`src/rtl/gpfs_map.svh`:
```
// register offsets, field layout, reset values and sizes of the pin function select block
`ifndef GPFS_MAP_SVH
`define GPFS_MAP_SVH

// geometry: five ports of eight bits, 4-bit function code per pin
`define GPFS_NPORT 5
`define GPFS_NBIT 8
`define GPFS_CODE_W 4
`define GPFS_NCODE 16
`define GPFS_ADDR_W 15

// port select sits in address bits 14:12
`define GPFS_PORT_HI 14
`define GPFS_PORT_LO 12

// register offsets inside one port window
`define GPFS_OFS_DATA 12'h000
`define GPFS_OFS_DIR 12'h400
`define GPFS_OFS_IS 12'h404
`define GPFS_OFS_IBE 12'h408
`define GPFS_OFS_IEV 12'h40c
`define GPFS_OFS_IM 12'h410
`define GPFS_OFS_RIS 12'h414
`define GPFS_OFS_MIS 12'h418
`define GPFS_OFS_ICR 12'h41c
`define GPFS_OFS_AFS 12'h420
`define GPFS_OFS_PUR 12'h424
`define GPFS_OFS_PDR 12'h428
`define GPFS_OFS_DEN 12'h42c
`define GPFS_OFS_PCTL 12'h430

// bonded pins per port (a and e carry six pins): 36 in all
`define GPFS_PRESENT_A 8'h3f
`define GPFS_PRESENT_E 8'h3f
`define GPFS_PRESENT_FULL 8'hff

// reset values of the claimed pins
`define GPFS_A_SEL_RST 8'h3f
`define GPFS_A_PULL_UP_RST 8'h00
`define GPFS_A_PCTL_RST 32'h00111111
`define GPFS_C_SEL_RST 8'h0f
`define GPFS_C_PULL_UP_RST 8'h0f
`define GPFS_C_PCTL_RST 32'h00003333

// bus responses
`define GPFS_RESP_OKAY 2'b00
`define GPFS_RESP_SLVERR 2'b10

`endif

```
`src/rtl/gpfs_pkg.sv`:
```
// types and address decoding shared by the pin function select block
`include "gpfs_map.svh"

package gpfs_pkg;

  typedef logic [`GPFS_NBIT-1:0] gpfs_byte_t;
  typedef logic [`GPFS_ADDR_W-1:0] gpfs_addr_t;

  // one-hot register select
  typedef enum logic [13:0] {
    R_NONE = 14'h0001,
    R_DATA = 14'h0002,
    R_DIR = 14'h0004,
    R_IS = 14'h0008,
    R_IBE = 14'h0010,
    R_IEV = 14'h0020,
    R_IM = 14'h0040,
    R_RIS = 14'h0080,
    R_MIS = 14'h0100,
    R_ICR = 14'h0200,
    R_AFS = 14'h0400,
    R_PUR = 14'h0800,
    R_PDR = 14'h1000,
    R_DEN = 14'h2000
  } gpfs_reg_e;

  // pctl has its own flag since it is the one 32-bit register
  function automatic logic gpfs_is_pctl(input gpfs_addr_t a);
    gpfs_is_pctl = (a[`GPFS_PORT_HI:`GPFS_PORT_LO] < 3'(`GPFS_NPORT))
      && (a[11:2] == `GPFS_OFS_PCTL >> 2);
  endfunction

  // map a byte address to a register; unmapped gives R_NONE
  function automatic gpfs_reg_e gpfs_decode(input gpfs_addr_t a);
    gpfs_decode = R_NONE;
    if (a[`GPFS_PORT_HI:`GPFS_PORT_LO] < 3'(`GPFS_NPORT))
    begin
      if (a[11:0] < `GPFS_OFS_DIR)
        gpfs_decode = R_DATA;
      else
      begin
        case ({a[11:2], 2'b00})
          `GPFS_OFS_DIR: gpfs_decode = R_DIR;
          `GPFS_OFS_IS: gpfs_decode = R_IS;
          `GPFS_OFS_IBE: gpfs_decode = R_IBE;
          `GPFS_OFS_IEV: gpfs_decode = R_IEV;
          `GPFS_OFS_IM: gpfs_decode = R_IM;
          `GPFS_OFS_RIS: gpfs_decode = R_RIS;
          `GPFS_OFS_MIS: gpfs_decode = R_MIS;
          `GPFS_OFS_ICR: gpfs_decode = R_ICR;
          `GPFS_OFS_AFS: gpfs_decode = R_AFS;
          `GPFS_OFS_PUR: gpfs_decode = R_PUR;
          `GPFS_OFS_PDR: gpfs_decode = R_PDR;
          `GPFS_OFS_DEN: gpfs_decode = R_DEN;
          default: gpfs_decode = R_NONE;
        endcase
      end
    end
  endfunction

endpackage

```
`src/rtl/gpfs_top.sv`:
```
// five-port gpio block with per-pin function select, pulls, masking and interrupts
//
// Decided for this implementation: the AXI4-Lite register port and the address map.
`timescale 1ns/1ps
`default_nettype none
`include "gpfs_map.svh"

module gpfs_top #(
  parameter int NPORT = `GPFS_NPORT,
  parameter int NBIT = `GPFS_NBIT
) (
  input wire logic aclk,
  input wire logic aresetn,
  input wire gpfs_pkg::gpfs_addr_t s_axi_awaddr,
  input wire logic s_axi_awvalid,
  output logic s_axi_awready,
  input wire logic [31:0] s_axi_wdata,
  input wire logic [3:0] s_axi_wstrb,
  input wire logic s_axi_wvalid,
  output logic s_axi_wready,
  output logic [1:0] s_axi_bresp,
  output logic s_axi_bvalid,
  input wire logic s_axi_bready,
  input wire gpfs_pkg::gpfs_addr_t s_axi_araddr,
  input wire logic s_axi_arvalid,
  output logic s_axi_arready,
  output logic [31:0] s_axi_rdata,
  output logic [1:0] s_axi_rresp,
  output logic s_axi_rvalid,
  input wire logic s_axi_rready,
  input wire logic [NPORT*NBIT-1:0] pin_in,
  output logic [NPORT*NBIT-1:0] pin_out,
  output logic [NPORT*NBIT-1:0] pin_oe,
  output logic [NPORT*NBIT-1:0] pin_pull_up,
  output logic [NPORT*NBIT-1:0] pin_pull_down,
  output logic [NPORT*NBIT-1:0] pin_analog_en,
  input wire logic [NPORT*NBIT*`GPFS_NCODE-1:0] alt_out,
  input wire logic [NPORT*NBIT*`GPFS_NCODE-1:0] alt_oe,
  output logic [NPORT*NBIT-1:0] alt_in,
  output logic [NPORT-1:0] port_irq
);
  import gpfs_pkg::*;

  localparam int NPIN = NPORT * NBIT;
  localparam int CW = `GPFS_CODE_W;

  // whole state: one row per port for the control registers
  typedef struct packed {
    logic [NPORT-1:0][NBIT-1:0] dat;
    logic [NPORT-1:0][NBIT-1:0] dir;
    logic [NPORT-1:0][NBIT-1:0] isen;
    logic [NPORT-1:0][NBIT-1:0] ibe;
    logic [NPORT-1:0][NBIT-1:0] iev;
    logic [NPORT-1:0][NBIT-1:0] im;
    logic [NPORT-1:0][NBIT-1:0] ris;
    logic [NPORT-1:0][NBIT-1:0] afs;
    logic [NPORT-1:0][NBIT-1:0] pur;
    logic [NPORT-1:0][NBIT-1:0] pdr;
    logic [NPORT-1:0][NBIT-1:0] digital_in_enable_bit;
    logic [NPORT-1:0][NBIT*CW-1:0] pctl;
    logic [NPIN-1:0] out;
    logic [NPIN-1:0] oe;
    logic [NPIN-1:0] pu;
    logic [NPIN-1:0] pd;
    logic [NPIN-1:0] ana;
    logic [NPIN-1:0] ain;
    logic [NPORT-1:0] irq;
  } gpfs_state_s;

  gpfs_state_s st_reg;
  gpfs_state_s st_next;

  logic wr_fire;
  gpfs_addr_t wr_addr;
  logic [31:0] wr_data;
  logic [3:0] wr_strb;
  logic wr_err;
  logic [31:0] rd_data;
  logic rd_err;
  logic [NPIN-1:0] pin_sync;
  logic [NPIN-1:0] pin_prev;

  // bonded pins per port; unbonded bits of the byte registers read zero (pctl reads back unmasked) and never drive
  function automatic gpfs_byte_t present(input int p);
    case (p)
      0: present = `GPFS_PRESENT_A;
      4: present = `GPFS_PRESENT_E;
      default: present = `GPFS_PRESENT_FULL;
    endcase
  endfunction

  // alt select and digital enable share one reset pattern
  function automatic gpfs_byte_t sel_rst(input int p);
    case (p)
      0: sel_rst = `GPFS_A_SEL_RST;
      2: sel_rst = `GPFS_C_SEL_RST;
      default: sel_rst = '0;
    endcase
  endfunction

  function automatic gpfs_byte_t pur_rst(input int p);
    case (p)
      0: pur_rst = `GPFS_A_PULL_UP_RST;
      2: pur_rst = `GPFS_C_PULL_UP_RST;
      default: pur_rst = '0;
    endcase
  endfunction

  function automatic logic [NBIT*CW-1:0] pctl_rst(input int p);
    case (p)
      0: pctl_rst = `GPFS_A_PCTL_RST;
      2: pctl_rst = `GPFS_C_PCTL_RST;
      default: pctl_rst = '0;
    endcase
  endfunction

  // pins come from outside the clock domain
  gpfs_sync #(
    .W(NPIN)
  ) u_sync (
    .aclk(aclk),
    .aresetn(aresetn),
    .d_in(pin_in),
    .q(pin_sync),
    .q_prev(pin_prev)
  );

  gpfs_axil u_axil (
    .aclk(aclk),
    .aresetn(aresetn),
    .s_axi_awaddr(s_axi_awaddr),
    .s_axi_awvalid(s_axi_awvalid),
    .s_axi_awready(s_axi_awready),
    .s_axi_wdata(s_axi_wdata),
    .s_axi_wstrb(s_axi_wstrb),
    .s_axi_wvalid(s_axi_wvalid),
    .s_axi_wready(s_axi_wready),
    .s_axi_bresp(s_axi_bresp),
    .s_axi_bvalid(s_axi_bvalid),
    .s_axi_bready(s_axi_bready),
    .s_axi_arvalid(s_axi_arvalid),
    .s_axi_arready(s_axi_arready),
    .s_axi_rdata(s_axi_rdata),
    .s_axi_rresp(s_axi_rresp),
    .s_axi_rvalid(s_axi_rvalid),
    .s_axi_rready(s_axi_rready),
    .wr_fire(wr_fire),
    .wr_addr(wr_addr),
    .wr_data(wr_data),
    .wr_strb(wr_strb),
    .wr_err(wr_err),
    .rd_data(rd_data),
    .rd_err(rd_err)
  );

  // unmapped addresses answer with slverr
  assign wr_err = (gpfs_decode(wr_addr) == R_NONE) && !gpfs_is_pctl(wr_addr);
  assign rd_err = (gpfs_decode(s_axi_araddr) == R_NONE) && !gpfs_is_pctl(s_axi_araddr);

  // read mux, sampled by the slave on the address handshake
  always_comb
  begin
    int p;
    gpfs_byte_t v;
    p = int'(s_axi_araddr[`GPFS_PORT_HI:`GPFS_PORT_LO]);
    v = '0;
    rd_data = '0;
    if (p < NPORT)
    begin
      case (gpfs_decode(s_axi_araddr))
        R_DATA: v = st_reg.dat[p] & s_axi_araddr[9:2];
        R_DIR: v = st_reg.dir[p];
        R_IS: v = st_reg.isen[p];
        R_IBE: v = st_reg.ibe[p];
        R_IEV: v = st_reg.iev[p];
        R_IM: v = st_reg.im[p];
        R_RIS: v = st_reg.ris[p];
        R_MIS: v = st_reg.ris[p] & st_reg.im[p];
        R_AFS: v = st_reg.afs[p];
        R_PUR: v = st_reg.pur[p];
        R_PDR: v = st_reg.pdr[p];
        R_DEN: v = st_reg.digital_in_enable_bit[p];
        default: v = '0;
      endcase
      rd_data = {24'h000000, v & present(p)};
      if (gpfs_is_pctl(s_axi_araddr))
        rd_data = st_reg.pctl[p];
    end
  end

  // register writes, input capture, interrupt detection and pin muxing
  always_comb
  begin
    int wp;
    int i;
    int c;
    gpfs_reg_e wsel;
    logic wb;
    gpfs_byte_t clr;
    gpfs_byte_t s;
    gpfs_byte_t sp;
    gpfs_byte_t ev;
    gpfs_byte_t pr;
    st_next = st_reg;
    wp = int'(wr_addr[`GPFS_PORT_HI:`GPFS_PORT_LO]);
    wsel = gpfs_decode(wr_addr);
    wb = wr_fire && wr_strb[0];
    clr = '0;
    i = 0;
    c = 0;
    s = '0;
    sp = '0;
    ev = '0;
    pr = '0;
    if (wr_fire && wp < NPORT)
    begin
      // written per byte lane under wr_strb; each lane holds the fields of two pins
      if (gpfs_is_pctl(wr_addr))
      begin
        for (int k = 0; k < 4; k++)
          if (wr_strb[k])
            st_next.pctl[wp][k*8 +: 8] = wr_data[k*8 +: 8];
      end
      if (wb)
      begin
        case (wsel)
          R_DATA: st_next.dat[wp] = (st_reg.dat[wp] & ~wr_addr[9:2])
            | (wr_data[7:0] & wr_addr[9:2]);
          R_DIR: st_next.dir[wp] = wr_data[7:0];
          R_IS: st_next.isen[wp] = wr_data[7:0];
          R_IBE: st_next.ibe[wp] = wr_data[7:0];
          R_IEV: st_next.iev[wp] = wr_data[7:0];
          R_IM: st_next.im[wp] = wr_data[7:0];
          R_ICR: clr = wr_data[7:0];
          R_AFS: st_next.afs[wp] = wr_data[7:0];
          R_PUR: st_next.pur[wp] = wr_data[7:0];
          R_PDR: st_next.pdr[wp] = wr_data[7:0];
          R_DEN: st_next.digital_in_enable_bit[wp] = wr_data[7:0];
          default: ;
        endcase
      end
    end
    for (int p = 0; p < NPORT; p++)
    begin
      s = pin_sync[p*NBIT +: NBIT] & st_reg.digital_in_enable_bit[p];
      sp = pin_prev[p*NBIT +: NBIT] & st_reg.digital_in_enable_bit[p];
      // inputs follow the pin, outputs keep the written value
      st_next.dat[p] = (st_next.dat[p] & st_reg.dir[p]) | (s & ~st_reg.dir[p]);
      ev = (st_reg.ibe[p] & (s ^ sp)) | (~st_reg.ibe[p] & st_reg.iev[p] & s & ~sp)
        | (~st_reg.ibe[p] & ~st_reg.iev[p] & ~s & sp);
      // edge flags are sticky; a new edge beats a same-cycle clear
      for (int b = 0; b < NBIT; b++)
      begin
        if (st_reg.isen[p][b])
          st_next.ris[p][b] = st_reg.digital_in_enable_bit[p][b] && (s[b] == st_reg.iev[p][b]);
        else
          st_next.ris[p][b] = (st_reg.ris[p][b] && !(p == wp && clr[b])) || ev[b];
      end
      st_next.ris[p] = st_next.ris[p] & present(p);
      st_next.irq[p] = |(st_reg.ris[p] & st_reg.im[p]);
    end
    // reset lands before the pin mux, so drive and pulls show defaults at once
    if (!aresetn)
    begin
      st_next = '0;
      for (int p = 0; p < NPORT; p++)
      begin
        st_next.afs[p] = sel_rst(p);
        st_next.digital_in_enable_bit[p] = sel_rst(p);
        st_next.pur[p] = pur_rst(p);
        st_next.pctl[p] = pctl_rst(p);
      end
    end
    for (int p = 0; p < NPORT; p++)
    begin
      pr = present(p);
      // pin drive taken from next values so a write shows on the next edge
      for (int b = 0; b < NBIT; b++)
      begin
        i = p * NBIT + b;
        c = int'(st_next.pctl[p][b*CW +: CW]);
        if (st_next.afs[p][b] && st_next.digital_in_enable_bit[p][b])
        begin
          st_next.out[i] = alt_out[i*`GPFS_NCODE + c];
          st_next.oe[i] = alt_oe[i*`GPFS_NCODE + c];
        end
        else
        begin
          st_next.out[i] = st_next.dat[p][b];
          st_next.oe[i] = st_next.dir[p][b] && !st_next.afs[p][b];
        end
        st_next.oe[i] = st_next.oe[i] && pr[b];
        st_next.pu[i] = st_next.pur[p][b];
        st_next.pd[i] = st_next.pdr[p][b];
        st_next.ana[i] = !st_next.digital_in_enable_bit[p][b] && pr[b];
        st_next.ain[i] = pin_sync[i] && st_next.afs[p][b] && st_next.digital_in_enable_bit[p][b];
      end
    end
  end

  always_ff @(posedge aclk)
  begin
    st_reg <= st_next;
  end

  assign pin_out = st_reg.out;
  assign pin_oe = st_reg.oe;
  assign pin_pull_up = st_reg.pu;
  assign pin_pull_down = st_reg.pd;
  assign pin_analog_en = st_reg.ana;
  assign alt_in = st_reg.ain;
  assign port_irq = st_reg.irq;

endmodule // gpfs_top

`default_nettype wire

```
`src/rtl/gpfs_sync.sv`:
```
// two-flop input synchroniser with one extra stage for edge detection
`timescale 1ns/1ps
`default_nettype none

module gpfs_sync #(
  parameter int W = 40
) (
  input wire logic aclk,
  input wire logic aresetn,
  input wire logic [W-1:0] d_in,
  output logic [W-1:0] q,
  output logic [W-1:0] q_prev
);

  typedef struct packed {
    logic [W-1:0] meta;
    logic [W-1:0] sync;
    logic [W-1:0] prev;
  } gpfs_sync_s;

  gpfs_sync_s st_reg;
  gpfs_sync_s st_next;

  // meta is read only by the second stage
  always_comb
  begin
    st_next.meta = d_in;
    st_next.sync = st_reg.meta;
    st_next.prev = st_reg.sync;
    if (!aresetn)
      st_next = '0;
  end

  always_ff @(posedge aclk)
  begin
    st_reg <= st_next;
  end

  assign q = st_reg.sync;
  assign q_prev = st_reg.prev;

endmodule // gpfs_sync

`default_nettype wire

```
`src/rtl/gpfs_axil.sv`:
```
// axi4-lite slave front end: one write and one read in flight
`timescale 1ns/1ps
`default_nettype none
`include "gpfs_map.svh"

module gpfs_axil (
  input wire logic aclk,
  input wire logic aresetn,
  input wire gpfs_pkg::gpfs_addr_t s_axi_awaddr,
  input wire logic s_axi_awvalid,
  output logic s_axi_awready,
  input wire logic [31:0] s_axi_wdata,
  input wire logic [3:0] s_axi_wstrb,
  input wire logic s_axi_wvalid,
  output logic s_axi_wready,
  output logic [1:0] s_axi_bresp,
  output logic s_axi_bvalid,
  input wire logic s_axi_bready,
  input wire logic s_axi_arvalid,
  output logic s_axi_arready,
  output logic [31:0] s_axi_rdata,
  output logic [1:0] s_axi_rresp,
  output logic s_axi_rvalid,
  input wire logic s_axi_rready,
  output logic wr_fire,
  output gpfs_pkg::gpfs_addr_t wr_addr,
  output logic [31:0] wr_data,
  output logic [3:0] wr_strb,
  input wire logic wr_err,
  input wire logic [31:0] rd_data,
  input wire logic rd_err
);
  import gpfs_pkg::*;

  typedef struct packed {
    logic aw_have;
    gpfs_addr_t awaddr;
    logic w_have;
    logic [31:0] wdata;
    logic [3:0] wstrb;
    logic awready;
    logic wready;
    logic bvalid;
    logic [1:0] bresp;
    logic arready;
    logic rvalid;
    logic [31:0] rdata;
    logic [1:0] rresp;
  } gpfs_axil_s;

  gpfs_axil_s st_reg;
  gpfs_axil_s st_next;

  // commit once both halves of the write are held
  assign wr_fire = st_reg.aw_have && st_reg.w_have && !st_reg.bvalid;
  assign wr_addr = st_reg.awaddr;
  assign wr_data = st_reg.wdata;
  assign wr_strb = st_reg.wstrb;

  // channel handshakes; ready flags registered so ports come from flops
  always_comb
  begin
    st_next = st_reg;
    if (s_axi_awvalid && st_reg.awready)
    begin
      st_next.aw_have = 1'b1;
      st_next.awaddr = s_axi_awaddr;
    end
    if (s_axi_wvalid && st_reg.wready)
    begin
      st_next.w_have = 1'b1;
      st_next.wdata = s_axi_wdata;
      st_next.wstrb = s_axi_wstrb;
    end
    if (wr_fire)
    begin
      st_next.aw_have = 1'b0;
      st_next.w_have = 1'b0;
      st_next.bvalid = 1'b1;
      st_next.bresp = wr_err ? `GPFS_RESP_SLVERR : `GPFS_RESP_OKAY;
    end
    else if (st_reg.bvalid && s_axi_bready)
      st_next.bvalid = 1'b0;
    // a new write may wait while bvalid stands, so pins can toggle every 2 cycles
    st_next.awready = !st_next.aw_have;
    st_next.wready = !st_next.w_have;
    // read data is latched on the address edge itself
    if (s_axi_arvalid && st_reg.arready)
    begin
      st_next.rvalid = 1'b1;
      st_next.rdata = rd_data;
      st_next.rresp = rd_err ? `GPFS_RESP_SLVERR : `GPFS_RESP_OKAY;
    end
    else if (st_reg.rvalid && s_axi_rready)
      st_next.rvalid = 1'b0;
    st_next.arready = !st_next.rvalid;
    if (!aresetn)
      st_next = '0;
  end

  always_ff @(posedge aclk)
  begin
    st_reg <= st_next;
  end

  assign s_axi_awready = st_reg.awready;
  assign s_axi_wready = st_reg.wready;
  assign s_axi_bvalid = st_reg.bvalid;
  assign s_axi_bresp = st_reg.bresp;
  assign s_axi_arready = st_reg.arready;
  assign s_axi_rvalid = st_reg.rvalid;
  assign s_axi_rdata = st_reg.rdata;
  assign s_axi_rresp = st_reg.rresp;

endmodule // gpfs_axil

`default_nettype wire

```
`config.mk`:
```
export PLATFORM = sky130hd
export DESIGN_NAME = gpfs_top
export DESIGN_NICKNAME = d
export VERILOG_FILES = /design/src/rtl/gpfs_pkg.sv /design/src/rtl/gpfs_top.sv /design/src/rtl/gpfs_sync.sv /design/src/rtl/gpfs_axil.sv
export VERILOG_INCLUDE_DIRS = /design/src /design/src/rtl
export SDC_FILE = /design/constraint.sdc
export NUM_CORES = 2
export LEC_CHECK = 0
export ABC_AREA = 1
export BUFFER_PORTS_ARGS = -buffer_cell sky130_fd_sc_hd__buf_2
export CORE_AREA = 2 2 653 655
export DETAILED_ROUTE_END_ITERATION = 8
export DIE_AREA = 0 0 655 657
export GPL_TIMING_DRIVEN = 0
export SETUP_SLACK_MARGIN = 0.15
export SLEW_MARGIN = 20
export SYNTH_ARGS = -nofsm -noshare
export SYNTH_HDL_FRONTEND = slang
export SYNTH_SLANG_ARGS = --single-unit
```
`constraint.sdc`:
```
create_clock -name aclk -period 2.5 [get_ports aclk]
set_input_delay 0.5 -clock aclk [delete_from_list [all_inputs] [get_ports aclk]]
set_output_delay 0.5 -clock aclk [all_outputs]
set_load 0.005 [all_outputs]
```
==> flow_metrics.env <==
export IMPL_dieWidth_um=655
export IMPL_reg2reg_to="pin_oe[22]"
export IMPL_relSlewSlack=0.1054
export IMPL_grt_pass1_wl_um=916400
export IMPL_cellLeakagePower_nw=46.27
export IMPL_start_kind="primary input"
export IMPL_dp_slack_ns=-3.674
export IMPL_fin_area_sq_um=100400
export IMPL_start_util=0.1460
export IMPL_placed_cell_area_sq_um=78860
export IMPL_layout_min_cycle_time_ns=3.374
export IMPL_regArea_sq_um=19230
export IMPL_max_freq_ghz=0.2964
export IMPL_hp_class="in -> reg"
export IMPL_hold_viol_final=0
export IMPL_ys_types=57
export IMPL_ir_drop_mv=0.4152
export IMPL_finalHoldWorstSlack_ns=0.02454
export IMPL_antenna_left=0
export IMPL_antenna_found_initial=299
export IMPL_tightest_slew_ns=1.342
export IMPL_cts_tree="done"
export IMPL_remaining_drc_errors=0
export IMPL_vias=91590
export IMPL_areaGrowthSynthToFinish_pct=62.57
export IMPL_fin_cells=18700
export IMPL_insertion_delay_ns=0.95
export IMPL_cp_arrival_ns=4.08
export IMPL_multi_input_area_sq_um=37480
export IMPL_fill_cells=48320
export IMPL_grt_total_usage=0.3319
export IMPL_ys_seq_area_frac=0.3109
export IMPL_final_cell_mix="nand2_1 (1866), inv_1 (1778), buf_2 (1650)"
export IMPL_syn_area_sq_um=61740
export IMPL_finalWeightedCongestion=1.156
export IMPL_crit_path_end_kind="flop"
export IMPL_timing_worst_setup_path_type="in -> reg"
export IMPL_htree_levels=4
export IMPL_cap_viol_max_count=0
export IMPL_setup_viol=589
export IMPL_required_ns=3.21
export IMPL_clk_pin_slew_ns=0.06
export IMPL_reg2reg_depth=18
export IMPL_grt_pass1_vias=83950
export IMPL_syn_inst=9998
export IMPL_final_nets=13880
export IMPL_totalWireLength_um=749800
export IMPL_holdPathEnd="u_axil.wr_data[12]"
export IMPL_core_sq_um=422800
export IMPL_vias_per_cell=4.897
export IMPL_clockBufferDepth=4
export IMPL_rsz0062_at_grt="true"
export IMPL_dieArea_sq_um=430300
export IMPL_fin_skew_ns=0.1034
export IMPL_failed_checks="setup timing"
export IMPL_synthTopCellsByArea="dfxtp_1 (31%), nand2_1 (13%), inv_1 (11%)"
export IMPL_netlist_top_cell_by_area="dfxtp_1"
export IMPL_avgSynthCellArea_sq_um=6.176
export IMPL_fin_ws_ns=-0.8743
export IMPL_cts_sinks=959
export IMPL_synth_seq_cells=959
export IMPL_hp_start="s_axi_wdata[12]"
export IMPL_synth_top_area_share=0.3109
export IMPL_r2r_slack_ns=-0.84
export IMPL_grt_max_degree=14
export IMPL_ys_warn_count=0
export IMPL_r2r_start="u_axil.wr_addr[13]"
export IMPL_report_final_slew_viol_count=0
export IMPL_holdPathStages=3
export IMPL_dr_pass1_iters=9
export IMPL_final_common_cell="nand2_1"
export IMPL_drive_gt1_frac=0.3354
export IMPL_wire_per_inst_um=40.09
export IMPL_run_status="complete, but fails checks"
export IMPL_io_pins=1679
export IMPL_overflow=0
export IMPL_numPortBuffers=1597
export IMPL_period_share=1.350
export IMPL_dp_cells=17350
export IMPL_cp_max_fo=10
export IMPL_cts_buffers=138
export IMPL_rows=239
export IMPL_startpoint="s_axi_araddr[12]"
export IMPL_p_per_area_nw_per_um2=457.2
export IMPL_root_buffer="clkbuf_16"
export IMPL_fp_dieH_um=657
export IMPL_largest_register_ffs=549
export IMPL_dr_first_iter_drc_count=13460
export IMPL_hpwl_um=621400
## cells in the mapped netlist, drive strengths merged
| master | n |
|---|---|
| o211a | 1 |
| a2bb2oi | 1 |
| clkbuf | 329 |
| o221ai | 2 |
| nor4 | 7 |
| nand3b | 2 |
| dfxtp | 959 |
| a22oi | 22 |
| inv | 1886 |
| a211o | 3 |
| conb | 1 |
| and3 | 1 |
| a31oi | 14 |
| o31ai | 28 |
| o32ai | 1 |
| a22o | 5 |
| a211oi | 59 |
| nand3 | 1208 |
| o22ai | 33 |
| buf | 459 |
| o311ai | 1 |
| a21oi | 589 |
| a221oi | 41 |
| nor3 | 101 |
| nand2 | 2143 |
| o211ai | 108 |
| dlygate4sd2 | 2 |
| nor2 | 560 |
| clkinv | 13 |
| mux2 | 9 |
| o2111ai | 29 |
| o21ai | 722 |
| a32oi | 11 |
| and2 | 1 |
| o21a | 10 |
| or2 | 9 |
| nand4 | 627 |
| o22a | 1 |
## report_power, final
| part | total (mW) | switching, mW | internal (mW) |
|---|---|---|---|
| Combinational | 8.42 | 6.05 | 2.37 |
| Sequential | 15.8 | 0.358 | 15.5 |
| Clock | 21.6 | 9.30 | 12.3 |
| Total | 45.9 | 15.7 | 30.2 |
## what timing repair did
item,CTS,global route
pin swaps,290,150
resized for setup,1699,477
setup endpoints to repair,959,758
buffers inserted,449,101
hold buffers,75,0
gates cloned,23,10
endpoints found under the hold margin,76,0
## layer usage
layer | vias to the layer above | part of all wire | global-route usage
met5 | - | 0.00084 | 0
met4 | 102 | 0.096 | 0.2673
met3 | 1761 | 0.12 | 0.1246
met2 | 7076 | 0.39 | 0.4593
met1 | 44670 | 0.39 | 0.4063
li1 | 37980 | - | -
## final cells by class
class                      count  area share
antenna                      451     0.01124
multi-input combinational   6360      0.3734
clock buffer                 181     0.03822
tap                         5663     0.07059
inverter                    1899     0.07439
buffer                       789     0.06127
timing repair inverter         1  0.00008726
sequential                   959      0.1915
timing repair buffer        2341      0.1715
clock inverter                58    0.007753
## cell families after synthesis
kind of cell | synth area share
simple gates | 0.3485
buf+inv | 0.1853
compound gates | 0.1536
flops | 0.3109
mux | 0.001641
other cells | 0.00006073
## worst max-delay path by stage
stage                             to  slack, ns  cells after the start
6_report       u_axil.s_axi_rdata[4]      -0.87                     12
5_1_grt                   pin_oe[22]      -0.86                     18
4_1_cts                   pin_out[6]      -0.56                     18
3_5_place_dp              pin_out[3]      -3.67                     14
3_3_place_gp              pin_out[3]      -5.71                      9
2_1_floorplan  u_axil.s_axi_rdata[7]       0.20                     13
## metrics by stage
step / setup TNS [ns] / util / total power [mW]
5_1_grt: -176.09 / 0.2366 / 46.59
4_1_cts: -140.58 / 0.2277 / 45.56
3_3_place_gp: -2645.59 / 0.1818 / 22.95
6_report: -167.00 / 0.2374 / 45.89
3_5_place_dp: -1712.06 / 0.1865 / 23.25
2_1_floorplan: 0 / - / 18.11
## critical path: stages
cell and delay, ns:
buf_2 0.34, clkbuf_4 0.38, clkbuf_4 0.44, o21ai_0 0.41
nand3_1 0.20, o21ai_0 0.30, nand2_1 0.14, o21ai_0 0.11
nor2_1 0.12, nand4_1 0.65, nand2_2 0.35, a21oi_1 0.10
Power figures use the tool's default switching activity.
